**config.mk**
```make
export PLATFORM = sky130hd
export DESIGN_NAME = scu_top
export DESIGN_NICKNAME = d
export VERILOG_FILES = /design/src/shared/scu_pkg.sv /design/src/scu_top.sv
export SDC_FILE = /design/constraint.sdc
export NUM_CORES = 1
export LEC_CHECK = 0
export BUFFER_PORTS_ARGS = -buffer_cell sky130_fd_sc_hd__buf_4
export CORE_ASPECT_RATIO = 0.9
export CORE_MARGIN = 2
export CORE_UTILIZATION = 55
export DETAILED_ROUTE_END_ITERATION = 8
export PLACE_DENSITY_LB_ADDON = 0.12
export SLEW_MARGIN = 20
export SYNTH_ARGS = -nofsm -noshare
export SYNTH_HDL_FRONTEND = slang
export SYNTH_SLANG_ARGS = --single-unit
```
**constraint.sdc**
```tcl
create_clock -name clk -period 4.4 [get_ports clk]
set_clock_uncertainty 0.2 [all_clocks]
set_input_delay 0.22 -clock clk [delete_from_list [all_inputs] [get_ports clk]]
set_output_delay 0.22 -clock clk [all_outputs]
set_load 0.05 [all_outputs]
```
**src/shared/scu_pkg.sv**
```systemverilog
// Constants shared by the smart-card serial interface.
// Assumes a 40 MHz functional clock and a 32-bit Avalon-MM register bus.
package scu_pkg;

  // Clocking: card clock is an integer division of clk
  localparam int CLK_HZ        = 40_000_000;
  localparam int CARD_CLK_HZ   = 5_000_000;
  localparam int CARD_DIV      = CLK_HZ / CARD_CLK_HZ;
  localparam int ETU_CARD_CLKS = 372;
  localparam int ETU_CLKS      = CARD_DIV * ETU_CARD_CLKS;
  localparam int HALF_ETU      = ETU_CLKS / 2;

  localparam int FIFO_DEPTH = 16;

  // Register byte offsets
  localparam logic [5:0] OFF_CTRL     = 6'h00;
  localparam logic [5:0] OFF_GUARD    = 6'h04;
  localparam logic [5:0] OFF_TX_THR   = 6'h08;
  localparam logic [5:0] OFF_TX_DATA  = 6'h0c;
  localparam logic [5:0] OFF_TX_STAT  = 6'h10;
  localparam logic [5:0] OFF_RX_DATA  = 6'h14;
  localparam logic [5:0] OFF_RX_STAT  = 6'h18;
  localparam logic [5:0] OFF_INT_MASK = 6'h1c;
  localparam logic [5:0] OFF_CWT      = 6'h20;

  // Control register fields
  localparam int CTRL_AUTO_NACK_ENABLE = 0;
  localparam int CTRL_CHAR_WAIT_TIMER_ENABLE = 1;
  localparam int CTRL_CRC_CHECK_ENABLE = 2;
  localparam int CTRL_LRC_CHECK_ENABLE = 3;
  localparam int CTRL_XCHK  = 4;
  localparam int CTRL_TXEN  = 5;
  localparam int CTRL_RXEN  = 6;
  localparam int CTRL_RST   = 7;
  localparam int CTRL_PWR   = 8;
  localparam int CTRL_CLKEN = 9;
  localparam int CTRL_W     = 10;
  localparam logic [9:0] CTRL_RESET = 10'h000;

  // Guard time, threshold, mask
  localparam logic [7:0] GUARD_RESET    = 8'h00;
  localparam logic [7:0] GUARD_ONE_STOP = 8'hff;
  localparam logic [3:0] TX_THR_RESET   = 4'h0;
  localparam logic [2:0] MASK_RESET     = 3'h7;

  // Status and interrupt bit positions
  localparam int STAT_TX_THRESHOLD_FLAG = 0;
  localparam int STAT_TC   = 1;
  localparam int INT_RX_DATA_READY_FLAG  = 2;
  localparam int RXE_PE    = 8;
  localparam int RXE_FE    = 9;

  // Check characters
  localparam logic [15:0] CRC_INIT = 16'hffff;
  localparam logic [15:0] CRC_POLY = 16'h1021;

  typedef enum logic [3:0] {
    TX_IDLE = 4'h1,
    TX_BITS = 4'h2,
    TX_STOP = 4'h4,
    TX_NACK = 4'h8
  } scu_tx_state_t;

  typedef enum logic [2:0] {
    RX_IDLE = 3'h1,
    RX_BITS = 3'h2,
    RX_WAIT = 3'h4
  } scu_rx_state_t;

endpackage : scu_pkg

```
**src/scu_top.sv**
```systemverilog
// Smart-card serial interface: card clock, reset, power, single-wire I/O.
// Assumes an Avalon-MM master on clk and an external pull-up on the line.
//
// Function
// - Card clock out; bit time is 372 clocks
// - No phase tie between card clock and data
// - Single shared line, open-drain, external pull-up
// - Parity error stored with byte when NACK off
// - No parity interrupt; NACK pulse when enabled
// - Frame: start, 8 data, parity, 1-2 stops
// - Framing error when stop absent in 11th bit
// - Two stop units plus guard value; one when guard is 0xFF
// - Framing error only with low parity bit
// - Framing error stored, no interrupt, no NACK
// - Wait time counter runs only when enabled
// - Check characters off while answer-to-reset arrives
// - Four-bit transmit threshold level field
// - Transmit FIFO holds up to 16 characters
// - Transmit status flags clear on writing one
// - Set mask bit suppresses its interrupt
// - Check characters appended after block data
// - Transmitter enable starts sending from FIFO
// - Threshold flag when FIFO falls to level
// - Receive-ready flag while characters are waiting
// - Active-low reset output to card
// - Card supply enable output
// - Card presence input sampled
//
// The register offsets and the Avalon-MM interface to the registers are this design's own decisions.
module scu_top
  import scu_pkg::*;
(
  input  wire logic        clk,
  input  wire logic        rst_n,
  input  wire logic [5:0]  avs_address,
  input  wire logic        avs_read,
  input  wire logic        avs_write,
  input  wire logic [31:0] avs_writedata,
  output logic      [31:0] avs_readdata,
  output logic             avs_waitrequest,
  output logic             irq,
  output logic             card_clock_out,
  output logic             card_reset_out_n,
  output logic             card_power_enable,
  input  wire logic        card_io_in,
  output logic             card_io_out,
  output logic             card_io_oe,
  input  wire logic        card_presence_detect
);

  // Registers
  logic [CTRL_W-1:0] control_reg;
  logic [7:0]        guard_time_control;
  logic [3:0]        tx_threshold_level;
  logic [1:0]        tx_status_reg;
  logic [2:0]        int_mask_reg;
  logic              ack_reg;
  logic [31:0]       rdata_reg;
  logic [2:0]        card_div_reg;
  logic              card_clk_en_reg;
  logic [8:0]        etu_div_reg;
  logic [15:0]       cwt_reg;
  logic [1:0]        io_sync_reg;
  logic [1:0]        pd_sync_reg;
  logic              io_prev_reg;

  // FIFOs
  logic [7:0]  tx_mem [FIFO_DEPTH];
  logic [3:0]  tx_wp_reg;
  logic [3:0]  tx_rp_reg;
  logic [4:0]  tx_cnt_reg;
  logic [9:0]  rx_mem [FIFO_DEPTH];
  logic [3:0]  rx_wp_reg;
  logic [3:0]  rx_rp_reg;
  logic [4:0]  rx_cnt_reg;

  // Transmitter
  scu_tx_state_t tx_state_reg;
  logic [9:0]  tx_shift_reg;
  logic [3:0]  tx_bits_reg;
  logic [8:0]  tx_stops_reg;
  logic [11:0] tx_etu_reg;
  logic [15:0] crc_reg;
  logic [7:0]  lrc_reg;
  logic [1:0]  chk_left_reg;
  logic        block_reg;

  // Receiver
  scu_rx_state_t rx_state_reg;
  logic [11:0] rx_etu_reg;
  logic [3:0]  rx_idx_reg;
  logic [7:0]  rx_data_reg;
  logic        rx_par_reg;

  // Bus decode
  wire bus_req   = avs_read | avs_write;
  wire bus_acc   = bus_req & ack_reg;
  wire wr_acc    = avs_write & ack_reg;
  wire rd_acc    = avs_read & ack_reg;
  wire wr_ctrl   = wr_acc & (avs_address == OFF_CTRL);
  wire wr_guard  = wr_acc & (avs_address == OFF_GUARD);
  wire wr_thr    = wr_acc & (avs_address == OFF_TX_THR);
  wire wr_txd    = wr_acc & (avs_address == OFF_TX_DATA);
  wire wr_tstat  = wr_acc & (avs_address == OFF_TX_STAT);
  wire wr_mask   = wr_acc & (avs_address == OFF_INT_MASK);
  wire rd_rxd    = rd_acc & (avs_address == OFF_RX_DATA);

  // Derived status
  wire io_line      = io_sync_reg[1];
  wire card_present = pd_sync_reg[1];
  wire rx_data_ready_flag = (rx_cnt_reg != 5'd0);
  wire tx_full      = (tx_cnt_reg == 5'(FIFO_DEPTH));
  wire rx_full      = (rx_cnt_reg == 5'(FIFO_DEPTH));
  wire [2:0] int_src = {rx_data_ready_flag, tx_status_reg};

  // Card pins
  assign card_clock_out    = card_clk_en_reg & ~card_div_reg[2];
  assign card_reset_out_n  = control_reg[CTRL_RST];
  assign card_power_enable = control_reg[CTRL_PWR];
  assign card_io_out       = 1'b0;
  assign card_io_oe        = (tx_state_reg == TX_BITS & ~tx_shift_reg[0])
                           | (tx_state_reg == TX_NACK);
  assign irq               = |(int_src & ~int_mask_reg);

  // Register read mux
  wire [31:0] rd_mux =
      (avs_address == OFF_CTRL)     ? {22'h0, control_reg} :
      (avs_address == OFF_GUARD)    ? {24'h0, guard_time_control} :
      (avs_address == OFF_TX_THR)   ? {28'h0, tx_threshold_level} :
      (avs_address == OFF_TX_STAT)  ? {22'h0, tx_cnt_reg, 3'h0,
                                       tx_status_reg} :
      (avs_address == OFF_RX_DATA)  ? {22'h0, rx_mem[rx_rp_reg]} :
      (avs_address == OFF_RX_STAT)  ? {22'h0, rx_cnt_reg, 3'h0,
                                       card_present, rx_data_ready_flag} :
      (avs_address == OFF_INT_MASK) ? {29'h0, int_mask_reg} :
      (avs_address == OFF_CWT)      ? {16'h0, cwt_reg} : 32'h0;

  assign avs_waitrequest = bus_req & ~ack_reg;
  assign avs_readdata    = rdata_reg;

  // Bus handshake: one wait cycle, read data captured ahead of release
  always_ff @(posedge clk or negedge rst_n)
  begin
    if (!rst_n)
    begin
      ack_reg   <= 1'b0;
      rdata_reg <= 32'h0;
    end
    else
    begin
      ack_reg <= bus_req & ~ack_reg;
      if (avs_read & ~ack_reg)
        rdata_reg <= rd_mux;
    end
  end

  // Control registers
  always_ff @(posedge clk or negedge rst_n)
  begin
    if (!rst_n)
    begin
      control_reg        <= CTRL_RESET;
      guard_time_control <= GUARD_RESET;
      tx_threshold_level <= TX_THR_RESET;
      int_mask_reg       <= MASK_RESET;
    end
    else
    begin
      if (wr_ctrl)
        control_reg <= avs_writedata[CTRL_W-1:0];
      if (wr_guard)
        guard_time_control <= avs_writedata[7:0];
      if (wr_thr)
        tx_threshold_level <= avs_writedata[3:0];
      if (wr_mask)
        int_mask_reg <= avs_writedata[2:0];
    end
  end

  // Pin synchronisers
  always_ff @(posedge clk or negedge rst_n)
  begin
    if (!rst_n)
    begin
      io_sync_reg <= 2'b11;
      pd_sync_reg <= 2'b00;
      io_prev_reg <= 1'b1;
    end
    else
    begin
      io_sync_reg <= {io_sync_reg[0], card_io_in};
      pd_sync_reg <= {pd_sync_reg[0], card_presence_detect};
      io_prev_reg <= io_sync_reg[1];
    end
  end

  // Card clock divider and free-running bit-time tick
  // Enable is taken only at a period boundary, so no short card clock pulse
  wire card_tick = (card_div_reg == 3'(CARD_DIV - 1));
  wire etu_tick  = card_tick & (etu_div_reg == 9'(ETU_CARD_CLKS - 1));
  always_ff @(posedge clk or negedge rst_n)
  begin
    if (!rst_n)
    begin
      card_div_reg    <= 3'h0;
      etu_div_reg     <= 9'h0;
      card_clk_en_reg <= 1'b0;
    end
    else
    begin
      card_div_reg <= card_tick ? 3'h0 : card_div_reg + 3'h1;
      if (card_tick)
        card_clk_en_reg <= control_reg[CTRL_CLKEN];
      if (card_tick)
        etu_div_reg <= etu_tick ? 9'h0 : etu_div_reg + 9'h1;
    end
  end

  // Character wait time counter, restarted by each start bit
  wire rx_start = (rx_state_reg == RX_IDLE) & control_reg[CTRL_RXEN]
                & (tx_state_reg == TX_IDLE) & io_prev_reg & ~io_line;
  always_ff @(posedge clk or negedge rst_n)
  begin
    if (!rst_n)
      cwt_reg <= 16'h0;
    else if (!control_reg[CTRL_CHAR_WAIT_TIMER_ENABLE] || rx_start)
      cwt_reg <= 16'h0;
    else if (etu_tick && cwt_reg != 16'hffff)
      cwt_reg <= cwt_reg + 16'h1;
  end

  // CRC update over one byte, most significant bit first
  function automatic logic [15:0] crc_byte(input logic [15:0] c,
                                           input logic [7:0]  d);
    logic [15:0] r;
    r = c;
    for (int i = 7; i >= 0; i--)
      r = {r[14:0], 1'b0} ^ ((r[15] ^ d[i]) ? CRC_POLY : 16'h0);
    return r;
  endfunction : crc_byte

  // Transmit decisions
  wire tx_etu_end  = (tx_etu_reg == 12'(ETU_CLKS - 1));
  wire chk_on      = control_reg[CTRL_XCHK]
                   & (control_reg[CTRL_CRC_CHECK_ENABLE] | control_reg[CTRL_LRC_CHECK_ENABLE]);
  wire tx_load_dat = (tx_state_reg == TX_IDLE) & control_reg[CTRL_TXEN]
                   & (tx_cnt_reg != 5'd0);
  wire tx_load_chk = (tx_state_reg == TX_IDLE) & control_reg[CTRL_TXEN]
                   & (tx_cnt_reg == 5'd0) & block_reg
                   & (chk_left_reg != 2'd0);
  wire tx_done_blk = (tx_state_reg == TX_IDLE) & (tx_cnt_reg == 5'd0)
                   & block_reg & (chk_left_reg == 2'd0);
  wire [7:0] chk_byte = control_reg[CTRL_CRC_CHECK_ENABLE]
                      ? ((chk_left_reg == 2'd2) ? crc_reg[15:8]
                                                : crc_reg[7:0])
                      : lrc_reg;
  wire [7:0] tx_byte = tx_load_dat ? tx_mem[tx_rp_reg] : chk_byte;
  wire [8:0] stop_units = (guard_time_control == GUARD_ONE_STOP)
                        ? 9'd1 : 9'd2 + {1'b0, guard_time_control};
  wire nack_req;
  wire tx_push = wr_txd & ~tx_full;
  wire tx_pop  = tx_load_dat;

  // Transmit FIFO
  always_ff @(posedge clk or negedge rst_n)
  begin
    if (!rst_n)
    begin
      tx_wp_reg  <= 4'h0;
      tx_rp_reg  <= 4'h0;
      tx_cnt_reg <= 5'h0;
    end
    else
    begin
      if (tx_push)
        tx_wp_reg <= tx_wp_reg + 4'h1;
      if (tx_pop)
        tx_rp_reg <= tx_rp_reg + 4'h1;
      tx_cnt_reg <= tx_cnt_reg + 5'(tx_push) - 5'(tx_pop);
    end
  end

  always_ff @(posedge clk)
  begin
    if (tx_push)
      tx_mem[tx_wp_reg] <= avs_writedata[7:0];
  end

  // Transmit state machine: 10 driven bits, then stop/guard units
  always_ff @(posedge clk or negedge rst_n)
  begin
    if (!rst_n)
    begin
      tx_state_reg <= TX_IDLE;
      tx_shift_reg <= 10'h3ff;
      tx_bits_reg  <= 4'h0;
      tx_stops_reg <= 9'h0;
      tx_etu_reg   <= 12'h0;
      crc_reg      <= CRC_INIT;
      lrc_reg      <= 8'h0;
      chk_left_reg <= 2'd0;
      block_reg    <= 1'b0;
    end
    else
    begin
      tx_etu_reg <= (tx_state_reg == TX_IDLE || tx_etu_end)
                  ? 12'h0 : tx_etu_reg + 12'h1;
      case (tx_state_reg)
        TX_IDLE:
        begin
          if (tx_load_dat || tx_load_chk)
          begin
            tx_shift_reg <= {^tx_byte, tx_byte, 1'b0};
            tx_bits_reg  <= 4'd10;
            tx_state_reg <= TX_BITS;
          end
          else if (nack_req)
            tx_state_reg <= TX_NACK;
          if (tx_load_dat)
          begin
            crc_reg <= crc_byte(crc_reg, tx_byte);
            lrc_reg <= lrc_reg ^ tx_byte;
            if (!block_reg)
              chk_left_reg <= !chk_on ? 2'd0 :
                              control_reg[CTRL_CRC_CHECK_ENABLE] ? 2'd2 : 2'd1;
            block_reg <= 1'b1;
          end
          if (tx_load_chk)
            chk_left_reg <= chk_left_reg - 2'd1;
          if (tx_done_blk)
          begin
            block_reg <= 1'b0;
            crc_reg   <= CRC_INIT;
            lrc_reg   <= 8'h0;
          end
        end
        TX_BITS:
        begin
          if (tx_etu_end)
          begin
            tx_shift_reg <= {1'b1, tx_shift_reg[9:1]};
            tx_bits_reg  <= tx_bits_reg - 4'h1;
            if (tx_bits_reg == 4'd1)
            begin
              tx_stops_reg <= stop_units;
              tx_state_reg <= TX_STOP;
            end
          end
        end
        TX_STOP:
        begin
          if (tx_etu_end)
          begin
            tx_stops_reg <= tx_stops_reg - 9'h1;
            if (tx_stops_reg == 9'd1)
              tx_state_reg <= TX_IDLE;
          end
        end
        TX_NACK:
        begin
          if (tx_etu_end)
            tx_state_reg <= TX_IDLE;
        end
        default:
          tx_state_reg <= TX_IDLE;
      endcase
    end
  end

  // Transmit status: set beats write-one-to-clear
  wire tx_threshold_flag_set = control_reg[CTRL_TXEN] & block_reg
                & (tx_cnt_reg <= {1'b0, tx_threshold_level});
  wire tc_set   = tx_done_blk;
  always_ff @(posedge clk or negedge rst_n)
  begin
    if (!rst_n)
      tx_status_reg <= 2'b00;
    else
    begin
      tx_status_reg[STAT_TX_THRESHOLD_FLAG] <= tx_threshold_flag_set | (tx_status_reg[STAT_TX_THRESHOLD_FLAG]
                                & ~(wr_tstat & avs_writedata[STAT_TX_THRESHOLD_FLAG]));
      tx_status_reg[STAT_TC]   <= tc_set | (tx_status_reg[STAT_TC]
                                & ~(wr_tstat & avs_writedata[STAT_TC]));
    end
  end

  // Receive sampling at mid bit; index 10 is the 11th bit time
  wire rx_etu_end = (rx_etu_reg == 12'h0);
  wire rx_stop_at = (rx_state_reg == RX_BITS) & rx_etu_end
                  & (rx_idx_reg == 4'd10);
  wire rx_pe      = rx_par_reg ^ (^rx_data_reg);
  wire rx_fe      = ~io_line & ~rx_par_reg;
  wire rx_nack    = rx_pe & control_reg[CTRL_AUTO_NACK_ENABLE];
  wire rx_push    = rx_stop_at & ~rx_nack & ~rx_full;
  wire rx_pop     = rd_rxd & rx_data_ready_flag;
  assign nack_req = rx_stop_at & rx_nack;

  always_ff @(posedge clk or negedge rst_n)
  begin
    if (!rst_n)
    begin
      rx_state_reg <= RX_IDLE;
      rx_etu_reg   <= 12'h0;
      rx_idx_reg   <= 4'h0;
      rx_data_reg  <= 8'h0;
      rx_par_reg   <= 1'b0;
    end
    else
    begin
      case (rx_state_reg)
        RX_IDLE:
        begin
          if (rx_start)
          begin
            rx_etu_reg   <= 12'(HALF_ETU);
            rx_idx_reg   <= 4'h0;
            rx_state_reg <= RX_BITS;
          end
        end
        RX_BITS:
        begin
          rx_etu_reg <= rx_etu_end ? 12'(ETU_CLKS - 1)
                                   : rx_etu_reg - 12'h1;
          if (rx_etu_end)
          begin
            rx_idx_reg <= rx_idx_reg + 4'h1;
            if (rx_idx_reg == 4'd0 && io_line)
              rx_state_reg <= RX_IDLE;                          // False start
            else if (rx_idx_reg <= 4'd8 && rx_idx_reg != 4'd0)
              rx_data_reg <= {io_line, rx_data_reg[7:1]};
            else if (rx_idx_reg == 4'd9)
              rx_par_reg <= io_line;
            else if (rx_idx_reg == 4'd10)
              rx_state_reg <= RX_WAIT;
          end
        end
        RX_WAIT:
        begin
          if (io_line && tx_state_reg != TX_NACK)
            rx_state_reg <= RX_IDLE;                            // Late stop
        end
        default:
          rx_state_reg <= RX_IDLE;
      endcase
    end
  end

  // Receive FIFO: byte with parity and framing flags
  always_ff @(posedge clk or negedge rst_n)
  begin
    if (!rst_n)
    begin
      rx_wp_reg  <= 4'h0;
      rx_rp_reg  <= 4'h0;
      rx_cnt_reg <= 5'h0;
    end
    else
    begin
      if (rx_push)
        rx_wp_reg <= rx_wp_reg + 4'h1;
      if (rx_pop)
        rx_rp_reg <= rx_rp_reg + 4'h1;
      rx_cnt_reg <= rx_cnt_reg + 5'(rx_push) - 5'(rx_pop);
    end
  end

  always_ff @(posedge clk)
  begin
    if (rx_push)
      rx_mem[rx_wp_reg] <= {rx_fe, rx_pe, rx_data_reg};
  end

endmodule : scu_top

```
==> flow_metrics.py, run 1 <==
metrics = {
    "run_status": {
        "status": "complete, but fails checks",
        "violations": "negative hold slack",
    },
    "drt": {
        "drtPass1Iterations": 5,
        "route.detailed.drc": 0,
        "wire_per_inst_um": 22.1,
        "vias": 13800,
        "routed_via_density": 5.92,
        "drtIter0Drc": 1182,
        "wl_mm": 51.4,
        "antenna_left": 0,
    },
    "place": {
        "numPortBuffers": 43,
        "dp_cells": 2210,
        "placed_cell_area_sq_um": 23600,
        "pre_cts_slack_ns": 0.443,
        "hpwl_mm": 34.2,
        "globalplace.congestion": 0.894,
    },
    "power_and_ir_drop": {
        "p_int_uw": 8820,
        "p_comb_share_pct": 22.3,
        "peakVddDrop_mv": 0.398,
        "p_sw_share_pct": 29.2,
        "seq_power_share_pct": 44.8,
        "p_leak_uw": 0.00945,
        "switchingPower_uw": 3640,
        "p_clk_share_pct": 32.9,
        "powerDensity_nw_per_um2": 492,
    },
    "synth": {
        "synth-seq-cells": 486,
        "synth_cell_type_count": 91,
        "netlist_instances": 1665,
        "synth_edf_count": 288,
        "ys_async_sr_fraction_pct": 40.7,
        "synthTopCellsByArea": "edfxtp_1 (38%), dfrtp_1 (18%), mux4_2 (7.5%), dfstp_2 (3.9%), xor2_1 (2.9%)",
        "yosysSeqAreaShare_pct": 60.1,
        "yosys_warnings": 0,
        "syn_area_per_cell_sq_um": 13.6,
        "synthFlopType": "edfxtp_1",
        "synth_area_sq_um": 22700,
        "yosysTopAreaCellShare_pct": 38.1,
        "netlist.top_cell.by_area": "edfxtp_1",
    },
    "sta": {
        "min_period_ns": 4.03,
        "worst_pin_slew_ns": 0.994,
        "hold_viol": 1,
        "setup_tns_ns": 0,
        "max_freq_mhz": 248,
        "slew_violations": 0,
        "rsz0062_at_grt": "false",
        "final.period_utilization_pct": 91.7,
        "max_slew_margin_pct": 33.3,
        "setup_viol": 0,
        "timing.final.ws_setup_ns": 0.365,
        "timing.hold.ws_ns": -0.00502,
    },
    "setup_path": {
        "critPathKind": "register to register",
        "cp.arrival_ns": 4.31,
        "crit_path_start_kind": "register",
        "crit_chain": "nor4_1 -> nand3_1 -> nor3_2 -> nand4b_1 -> a311oi_2 -> inv_1 -> ha_1 -> inv_1 -> ha_1 -> inv_1 -> fa_1 -> inv_1 -> a21oi_1 -> nor2_1 -> nor2_1 -> xnor2_1",
        "r2r-end": "rx_cnt_reg[4]",
        "crit_top_cell": "inv_1",
        "ff2ff_setup_slack_ns": 0.37,
        "ff2ff_path_depth": 16,
        "crit_family": "simple AND/OR/NAND/NOR gates",
        "r2r_start": "rx_etu_reg[3]",
        "cp_slowest_cell": "nor4_1",
        "cp_max_fo": 7,
        "endpoint_kind": "register",
        "required_ns": 4.68,
        "max_stage_delay_ns": 0.66,
        "path_buf_inv": 4,
    },
    "finish": {
        "largest_reg_flops": 160,
        "insertedDiodeCount": 0,
        "syn_to_final_growth_pct": 11.7,
        "drive_above_1_share_pct": 18.2,
        "reg_top3": "rx_mem (160), tx_mem (128)",
        "final_cells": 2322,
        "fin_nets": 1830,
        "regMostFlops": "rx_mem",
        "final_cell_area_sq_um": 25400,
    },
    "clock_tree": {
        "clk_latency_ns": 0.61,
        "clock-sinks": 486,
        "htreeDepth": 2,
        "clkTransAtPathRegs_ns": 0.06,
        "clock_path_buffers": 3,
        "cts_buffers": 49,
        "cts_tree": "yes",
        "root_buffer": "clkbuf_16",
    },
    "global_route": {
        "antenna_found_initial": 0,
        "grt.total_usage_pct": 24.8,
        "grt_max_degree": 83,
        "grt_pass1_wl_mm": 80.4,
        "grt_pass1_vias": 13700,
        "grt_remaining_overflow": 0,
    },
    "flow_run": {
        "drv_cap": 0,
    },
    "min_path": {
        "hold_class": "input pin to asynchronous set/reset pin",
    },
    "floorplanning": {
        "row_count": 70,
        "die_area_sq_um": 42900,
        "core-area_sq_um": 40600,
        "die_height_um": 197,
        "boundaryPins": 83,
        "start_util_pct": 55.9,
        "fp.dieW_um": 218,
    },
}
## cells by family (layout without fill, tap and decap cells)
logic type               Yosys count  count (layout)  share of synthesized area, %
adder cells (fa/ha/maj)           45              45                          2.55
other                              1              17                        0.0165
AO/OA/AOI/OAI                    258             258                          7.53
flip-flops                       486             486                          60.1
multiplexers                     146             146                          10.9
AND/OR/NAND/NOR                  456             456                          10.1
XOR/XNOR                         140             140                          6.08
buffers and inverters            133             234                          2.72
## routing by layer
| metal | vias up | track usage [%] | wire length (um) |
|---|---|---|---|
| met5 | - | 0 | 0 |
| met4 | 0 | 7.53 | 1140 |
| met3 | 72 | 4.49 | 3210 |
| met2 | 418 | 39.1 | 24500 |
| met1 | 6910 | 35.5 | 22500 |
| li1 | 6354 | - | - |
## metrics by stage
step	utilization, %	power [uW]
floorplan	-	7750
global placement	58.1	8350
detailed placement	58.1	8420
CTS	62.4	12500
global route	62.4	13000
finish	62.4	12500
## synth_stat cells (all sizes together), types with 19 or more instances
cell type	number
a21oi	49
a22oi	20
and2	32
buf	43
clkbuf	37
dfrtp	164
dfstp	34
edfxtp	288
ha	43
inv	53
mux2	42
mux2i	28
mux4	76
nand2	122
nand3	39
nand4	19
nor2	121
nor3	24
o21ai	75
o22ai	26
xnor2	59
xor2	74
## timing repair
action,CTS,global route
endpoints found under the hold margin,234,0
buffers inserted,0,0
hold buffers,20,0
resized for setup,0,0
## layout by cell type (no fill, tap or decap), types with 11 or more instances in the layout
cell type / count
ha_1: 43
o22ai_1: 26
nand3_1: 38
dfstp_2: 34
nand2_1: 122
xnor2_1: 53
edfxtp_1: 288
nand2b_1: 13
mux2i_1: 27
conb_1: 17
and3_1: 17
nor3_1: 23
clkinv_2: 11
dlygate4sd3_1: 20
a21oi_1: 49
clkbuf_16: 49
buf_4: 65
dfrtp_1: 162
o21ai_0: 70
nor2b_1: 15
a22o_1: 11
clkbuf_1: 13
mux2_2: 42
and2_1: 32
a22oi_1: 20
inv_1: 52
nor2_1: 120
mux4_2: 76
xor2_1: 74
nand4_1: 19
## worst max path at each step
stage,startpoint,end,slack (ns),cells past startpoint
floorplan,rx_data_reg[5],rx_cnt_reg[4],0.64,16
global placement,rx_etu_reg[3],rx_cnt_reg[4],0.58,16
detailed placement,rx_etu_reg[3],rx_cnt_reg[4],0.44,16
CTS,rx_etu_reg[3],rx_cnt_reg[4],0.36,16
global route,rx_etu_reg[3],rx_cnt_reg[4],0.02,16
finish,rx_etu_reg[3],rx_cnt_reg[4],0.37,16
## power by group through the flow
| stage | Sequential [uW] | Clock, uW | Combinational [uW] |
|---|---|---|---|
| floorplan | 5560 | 0 | 2190 |
| global placement | 5650 | 0 | 2710 |
| detailed placement | 5660 | 0 | 2760 |
| CTS | 5580 | 4180 | 2790 |
| global route | 5630 | 4360 | 3040 |
| finish | 5580 | 4110 | 2780 |
## layout make-up
class                   instances  area [sq um]
repair buffers                 89           762
clock buffers                  67          1340
multi-input cells            1062          8510
inverters                      53           201
well taps                     540           676
clock inverters                25           220
flip-flops and latches        486         13600
fillers                      3117         15300
(Power assumes the default switching activity.)
==> run 2, diff against run 1 <==
--- a/config.mk
+++ b/config.mk
@@ -6,10 +6,10 @@
 export NUM_CORES = 1
 export LEC_CHECK = 0
 export BUFFER_PORTS_ARGS = -buffer_cell sky130_fd_sc_hd__buf_4
-export CORE_ASPECT_RATIO = 0.9
 export CORE_MARGIN = 2
 export CORE_UTILIZATION = 55
 export DETAILED_ROUTE_END_ITERATION = 8
+export HOLD_SLACK_MARGIN = 0.12
 export PLACE_DENSITY_LB_ADDON = 0.12
 export SLEW_MARGIN = 20
 export SYNTH_ARGS = -nofsm -noshare
==> flow_metrics.py, run 2 (synthesis results as in run 1) <==
metrics = {
    "drt": {
        "drtPass1Iterations": 7,
        "route.detailed.drc": 0,
        "routed_via_density": 5.90,
        "wl_mm": 50.7,
        "antenna_left": 0,
        "drtIter0Drc": 1117,
        "vias": 13700,
        "wire_per_inst_um": 21.9,
    },
    "setup_path": {
        "required_ns": 4.69,
        "endpoint_kind": "register",
        "crit_top_cell": "inv_1",
        "path_buf_inv": 4,
        "r2r_start": "rx_etu_reg[3]",
        "cp_slowest_cell": "nor4_1",
        "cp_max_fo": 7,
        "cp.arrival_ns": 4.09,
        "crit_path_start_kind": "register",
        "max_stage_delay_ns": 0.63,
        "critPathKind": "register to register",
        "r2r-end": "rx_cnt_reg[4]",
        "ff2ff_setup_slack_ns": 0.60,
        "crit_family": "simple AND/OR/NAND/NOR gates",
        "crit_chain": "nor4_1 -> nand3_1 -> nor3_2 -> nand4b_1 -> a311oi_2 -> inv_1 -> ha_1 -> inv_1 -> ha_1 -> inv_1 -> fa_1 -> inv_1 -> a21oi_1 -> nor2_1 -> nor2_1 -> xnor2_1",
        "ff2ff_path_depth": 16,
    },
    "floorplanning": {
        "boundaryPins": 83,
        "start_util_pct": 55.6,
        "row_count": 74,
        "fp.dieW_um": 207,
        "die_area_sq_um": 42900,
        "die_height_um": 207,
        "core-area_sq_um": 40800,
    },
    "clock_tree": {
        "root_buffer": "clkbuf_16",
        "clk_latency_ns": 0.60,
        "post_cts_resize_count": 0,
        "clock-sinks": 486,
        "cts_buffers": 51,
        "htreeDepth": 2,
        "clkTransAtPathRegs_ns": 0.06,
        "clock_path_buffers": 3,
        "cts_tree": "yes",
    },
    "global_route": {
        "grt_remaining_overflow": 0,
        "antenna_found_initial": 0,
        "grt_pass1_wl_mm": 79.8,
        "grt_max_degree": 87,
        "grt.total_usage_pct": 24.0,
        "grt_pass1_vias": 13900,
    },
    "sta": {
        "hold_viol": 0,
        "final.period_utilization_pct": 86.3,
        "worst_pin_slew_ns": 0.988,
        "min_period_ns": 3.80,
        "slew_violations": 0,
        "max_freq_mhz": 263,
        "setup_viol": 0,
        "max_slew_margin_pct": 33.6,
        "rsz0062_at_grt": "false",
        "setup_tns_ns": 0,
    },
    "finish": {
        "drive_above_1_share_pct": 18.0,
        "reg_top3": "rx_mem (160), tx_mem (128)",
        "regMostFlops": "rx_mem",
        "largest_reg_flops": 160,
        "final_cell_mix": "edfxtp_1 (288), dfrtp_1 (162), nand2_1 (122), nor2_1 (120), mux4_2 (76)",
        "fin_nets": 1834,
        "layout_commonest_cell": "edfxtp_1",
        "syn_to_final_growth_pct": 12.5,
        "insertedDiodeCount": 0,
        "final_cells": 2318,
        "final_cell_area_sq_um": 25500,
    },
    "power_and_ir_drop": {
        "peakVddDrop_mv": 0.360,
        "p_leak_uw": 0.00953,
        "powerDensity_nw_per_um2": 497,
    },
    "min_path": {
        "min_to": "io_sync_reg[1]",
        "hold_path_depth": 0,
        "hold_class": "register to register",
        "hp-start": "io_sync_reg[0]",
    },
    "place": {
        "numPortBuffers": 43,
        "globalplace.congestion": 0.872,
        "dp_cells": 2195,
        "placed_cell_area_sq_um": 23500,
        "hpwl_mm": 33.7,
    },
    "flow_run": {
        "drv_cap": 0,
    },
    "run_status": {
        "status": "finished, final reports clean",
    },
}
## run 2: per-stage QoR
stage | utilization, % | hold WS, ns | setup slack, ns | power, uW
3_5_place_dp | 57.6 | 0.0467 | 0.606 | 8400
3_3_place_gp | 57.6 | 0.0406 | 0.731 | 8320
5_1_grt | 62.5 | 0.183 | 0.350 | 13300
2_1_floorplan | - | -0.276 | 0.638 | 7750
6_report | 62.5 | 0.178 | 0.603 | 12700
4_1_cts | 62.5 | 0.179 | 0.595 | 12800
## run 2: cell type report
cell class | instances | area [sq um]
well taps | 532 | 666
multi-input cells | 1062 | 8510
inverters | 53 | 201
clock inverters | 23 | 287
fillers | 3058 | 15300
repair buffers | 91 | 817
clock buffers | 71 | 1400
flip-flops and latches | 486 | 13600
## run 2: worst max path at each step
stage / startpoint / endpoint / slack, ns / cells past startpoint
after detailed placement: rx_data_reg[6] / rx_cnt_reg[4] / 0.61 / 16
after global routing: rx_etu_reg[3] / rx_cnt_reg[4] / 0.35 / 16
final: rx_etu_reg[3] / rx_cnt_reg[4] / 0.60 / 16
after floorplan: rx_data_reg[5] / rx_cnt_reg[4] / 0.64 / 16
after CTS: rx_data_reg[6] / rx_cnt_reg[4] / 0.60 / 16
after global placement: rx_etu_reg[3] / rx_cnt_reg[4] / 0.73 / 16
## run 2: per-layer routing
layer	track usage (%)	share of wire (%)	vias to the layer above
li1	-	-	6342
met3	3.79	4.4	85
met4	7.96	2.7	0
met1	32.4	42	6952
met2	40.3	51	290
met5	0	0	-
## run 2: worst reg2reg max path: stages, from the launching register on
cell	delay, ns
dfrtp_1	0.44
nor4_1	0.63
nand3_1	0.25
nor3_2	0.31
nand4b_1	0.18
a311oi_2	0.25
inv_1	0.07
ha_1	0.29
inv_1	0.05
ha_1	0.15
inv_1	0.06
fa_1	0.41
inv_1	0.08
a21oi_1	0.05
nor2_1	0.10
nor2_1	0.06
xnor2_1	0.11
## run 2: power breakdown
| part | switching, uW | total [uW] | leakage [uW] | internal, uW |
|---|---|---|---|---|
| clock | 1770 | 4350 | 0.000830 | 2580 |
| combinational | 1460 | 2740 | 0.00368 | 1290 |
| sequential | 384 | 5590 | 0.00502 | 5210 |
| total | 3610 | 12700 | 0.00953 | 9070 |
## run 2: timing repair
item / 4_1_cts / 5_1_grt
endpoints found under the hold margin: 358 / 0
buffers inserted: 0 / 0
hold buffers: 29 / 0
==> run 3, diff against run 2 <==
--- a/config.mk
+++ b/config.mk
@@ -6,8 +6,8 @@
 export NUM_CORES = 1
 export LEC_CHECK = 0
 export BUFFER_PORTS_ARGS = -buffer_cell sky130_fd_sc_hd__buf_4
-export CORE_MARGIN = 2
-export CORE_UTILIZATION = 55
+export CAP_MARGIN = 20
+export CORE_UTILIZATION = 50
 export DETAILED_ROUTE_END_ITERATION = 8
 export HOLD_SLACK_MARGIN = 0.12
 export PLACE_DENSITY_LB_ADDON = 0.12
==> flow_metrics.py, run 3 (synthesis results as in run 1) <==
metrics = {
    "run_status": {
        "status": "finished, final reports clean",
    },
    "drt": {
        "wire_per_inst_um": 21.7,
        "wl_mm": 51.8,
        "drtPass1Iterations": 5,
        "antenna_left": 0,
        "routed_via_density": 5.74,
        "drtIter0Drc": 1101,
        "route.detailed.drc": 0,
        "vias": 13700,
    },
    "sta": {
        "slew_violations": 0,
        "max_slew_margin_pct": 33.5,
        "hold_viol": 0,
        "min_period_ns": 4.02,
        "rsz0062_at_grt": "false",
        "worst_pin_slew_ns": 0.995,
        "max_freq_mhz": 249,
        "setup_viol": 0,
        "setup_tns_ns": 0,
        "final.period_utilization_pct": 91.3,
        "timing.final.ws_setup_ns": 0.383,
    },
    "flow_run": {
        "drv_cap": 0,
    },
    "setup_path": {
        "required_ns": 4.69,
        "cp_slowest_cell": "nor4_1",
        "path_buf_inv": 4,
        "cp.arrival_ns": 4.30,
        "crit_family": "simple AND/OR/NAND/NOR gates",
        "r2r-end": "rx_cnt_reg[4]",
        "crit_top_cell": "inv_1",
        "crit_chain": "nor4_1 -> nand3_1 -> nor3_2 -> nand4b_1 -> a311oi_2 -> inv_1 -> ha_1 -> inv_1 -> ha_1 -> inv_1 -> fa_1 -> inv_1 -> a21oi_1 -> nor2_1 -> nor2_1 -> xnor2_1",
        "endpoint_kind": "register",
        "max_stage_delay_ns": 0.59,
        "ff2ff_setup_slack_ns": 0.38,
        "r2r_start": "rx_etu_reg[3]",
        "ff2ff_path_depth": 16,
        "cp_max_fo": 7,
        "crit_path_start_kind": "register",
        "critPathKind": "register to register",
    },
    "min_path": {
        "hp-start": "io_sync_reg[0]",
        "min_to": "io_sync_reg[1]",
        "hold_path_depth": 0,
        "hold_class": "register to register",
    },
    "floorplanning": {
        "start_util_pct": 51.0,
        "die_height_um": 215,
        "row_count": 77,
        "core-area_sq_um": 44500,
        "boundaryPins": 83,
        "die_area_sq_um": 46300,
        "fp.dieW_um": 215,
    },
    "place": {
        "pre_cts_slack_ns": 0.487,
        "numPortBuffers": 43,
        "globalplace.congestion": 0.893,
        "hpwl_mm": 34.8,
    },
    "finish": {
        "syn_to_final_growth_pct": 12.9,
        "drive_above_1_share_pct": 18.3,
        "fillCellCount": 3633,
        "fin_nets": 1840,
        "layout_commonest_cell": "edfxtp_1",
        "largest_reg_flops": 160,
        "utilization_pct": 57.6,
        "insertedDiodeCount": 0,
        "reg_top3": "rx_mem (160), tx_mem (128)",
        "regMostFlops": "rx_mem",
        "final_cell_mix": "edfxtp_1 (288), dfrtp_1 (162), nand2_1 (122), nor2_1 (120), mux4_2 (76)",
    },
    "power_and_ir_drop": {
        "finalPower_uw": 12700,
        "p_leak_uw": 0.00952,
        "peakVddDrop_mv": 0.546,
        "powerDensity_nw_per_um2": 494,
    },
    "global_route": {
        "grt_max_degree": 100,
        "grt.total_usage_pct": 23.0,
        "grt_remaining_overflow": 0,
        "grt_pass1_wl_mm": 81.4,
        "antenna_found_initial": 0,
        "grt_pass1_vias": 13800,
    },
    "clock_tree": {
        "root_buffer": "clkbuf_16",
        "clock-sinks": 486,
        "clk_latency_ns": 0.61,
        "htreeDepth": 2,
        "cts_buffers": 52,
        "clock_path_buffers": 3,
        "clkTransAtPathRegs_ns": 0.06,
        "cts_tree": "yes",
    },
}
[run 3: cell count changes in the layout (fill, tap and decap cells not counted), sizes merged]
cell	delta
clkbuf	-7
clkinvlp	+6
buf	+4
clkinv	+3
inv	+4
dlygate4sd3	+1
bufinv	-2
[run 3: final cells by class]
cell class	count	area, sq um	area share [%]
Sequential cell	486	13600	53.2
Multi-Input combinational cell	1062	8510	33.2
Clock buffer	64	1370	5.33
Timing Repair Buffer	96	850	3.31
Tap cell	592	741	2.89
Clock inverter	34	322	1.25
Inverter	53	201	0.786
[run 3: routing by layer]
metal / wire length, um / vias to the layer above / global-route usage [%]
met2: 25100 / 299 / 37.2
met5: 0 / - / 0
met3: 2260 / 78 / 3.40
li1: - / 6374 / -
met1: 23200 / 6954 / 32.2
met4: 1270 / 0 / 7.12
[run 3: report_power, final]
part | switching (uW) | total, uW | internal [uW]
clock | 1840 | 4310 | 2470
sequential | 402 | 5610 | 5200
combinational | 1460 | 2760 | 1300
total | 3700 | 12700 | 8970
[run 3: stage by stage]
step / hold slack, ns / cells / area, sq um
final: 0.159 / 2387 / 25600
after global routing: 0.164 / 2387 / 25600
after CTS: 0.165 / 2387 / 25600
after detailed placement: 0.131 / 2260 / 23700
after global placement: 0.130 / 2260 / 23700
after floorplan: -0.276 / 1681 / 22800
[run 3: how the worst max path moves through the flow]
stage,startpoint,to,slack (ns),cells after the start
6_report,rx_etu_reg[3],rx_cnt_reg[4],0.38,16
5_1_grt,rx_etu_reg[3],rx_cnt_reg[4],0.15,16
4_1_cts,rx_etu_reg[3],rx_cnt_reg[4],0.48,16
3_5_place_dp,rx_etu_reg[3],rx_cnt_reg[4],0.49,16
3_3_place_gp,rx_etu_reg[3],rx_cnt_reg[4],0.53,16
2_1_floorplan,rx_data_reg[5],rx_cnt_reg[4],0.64,16
[run 3: what timing repair did]
action | in CTS | in global routing
hold buffers | 29 | 0
gates resized for setup | 0 | 0
endpoints found under the hold margin | 280 | 0
setup endpoints to repair | 0 | 0
buffers inserted | 0 | 0
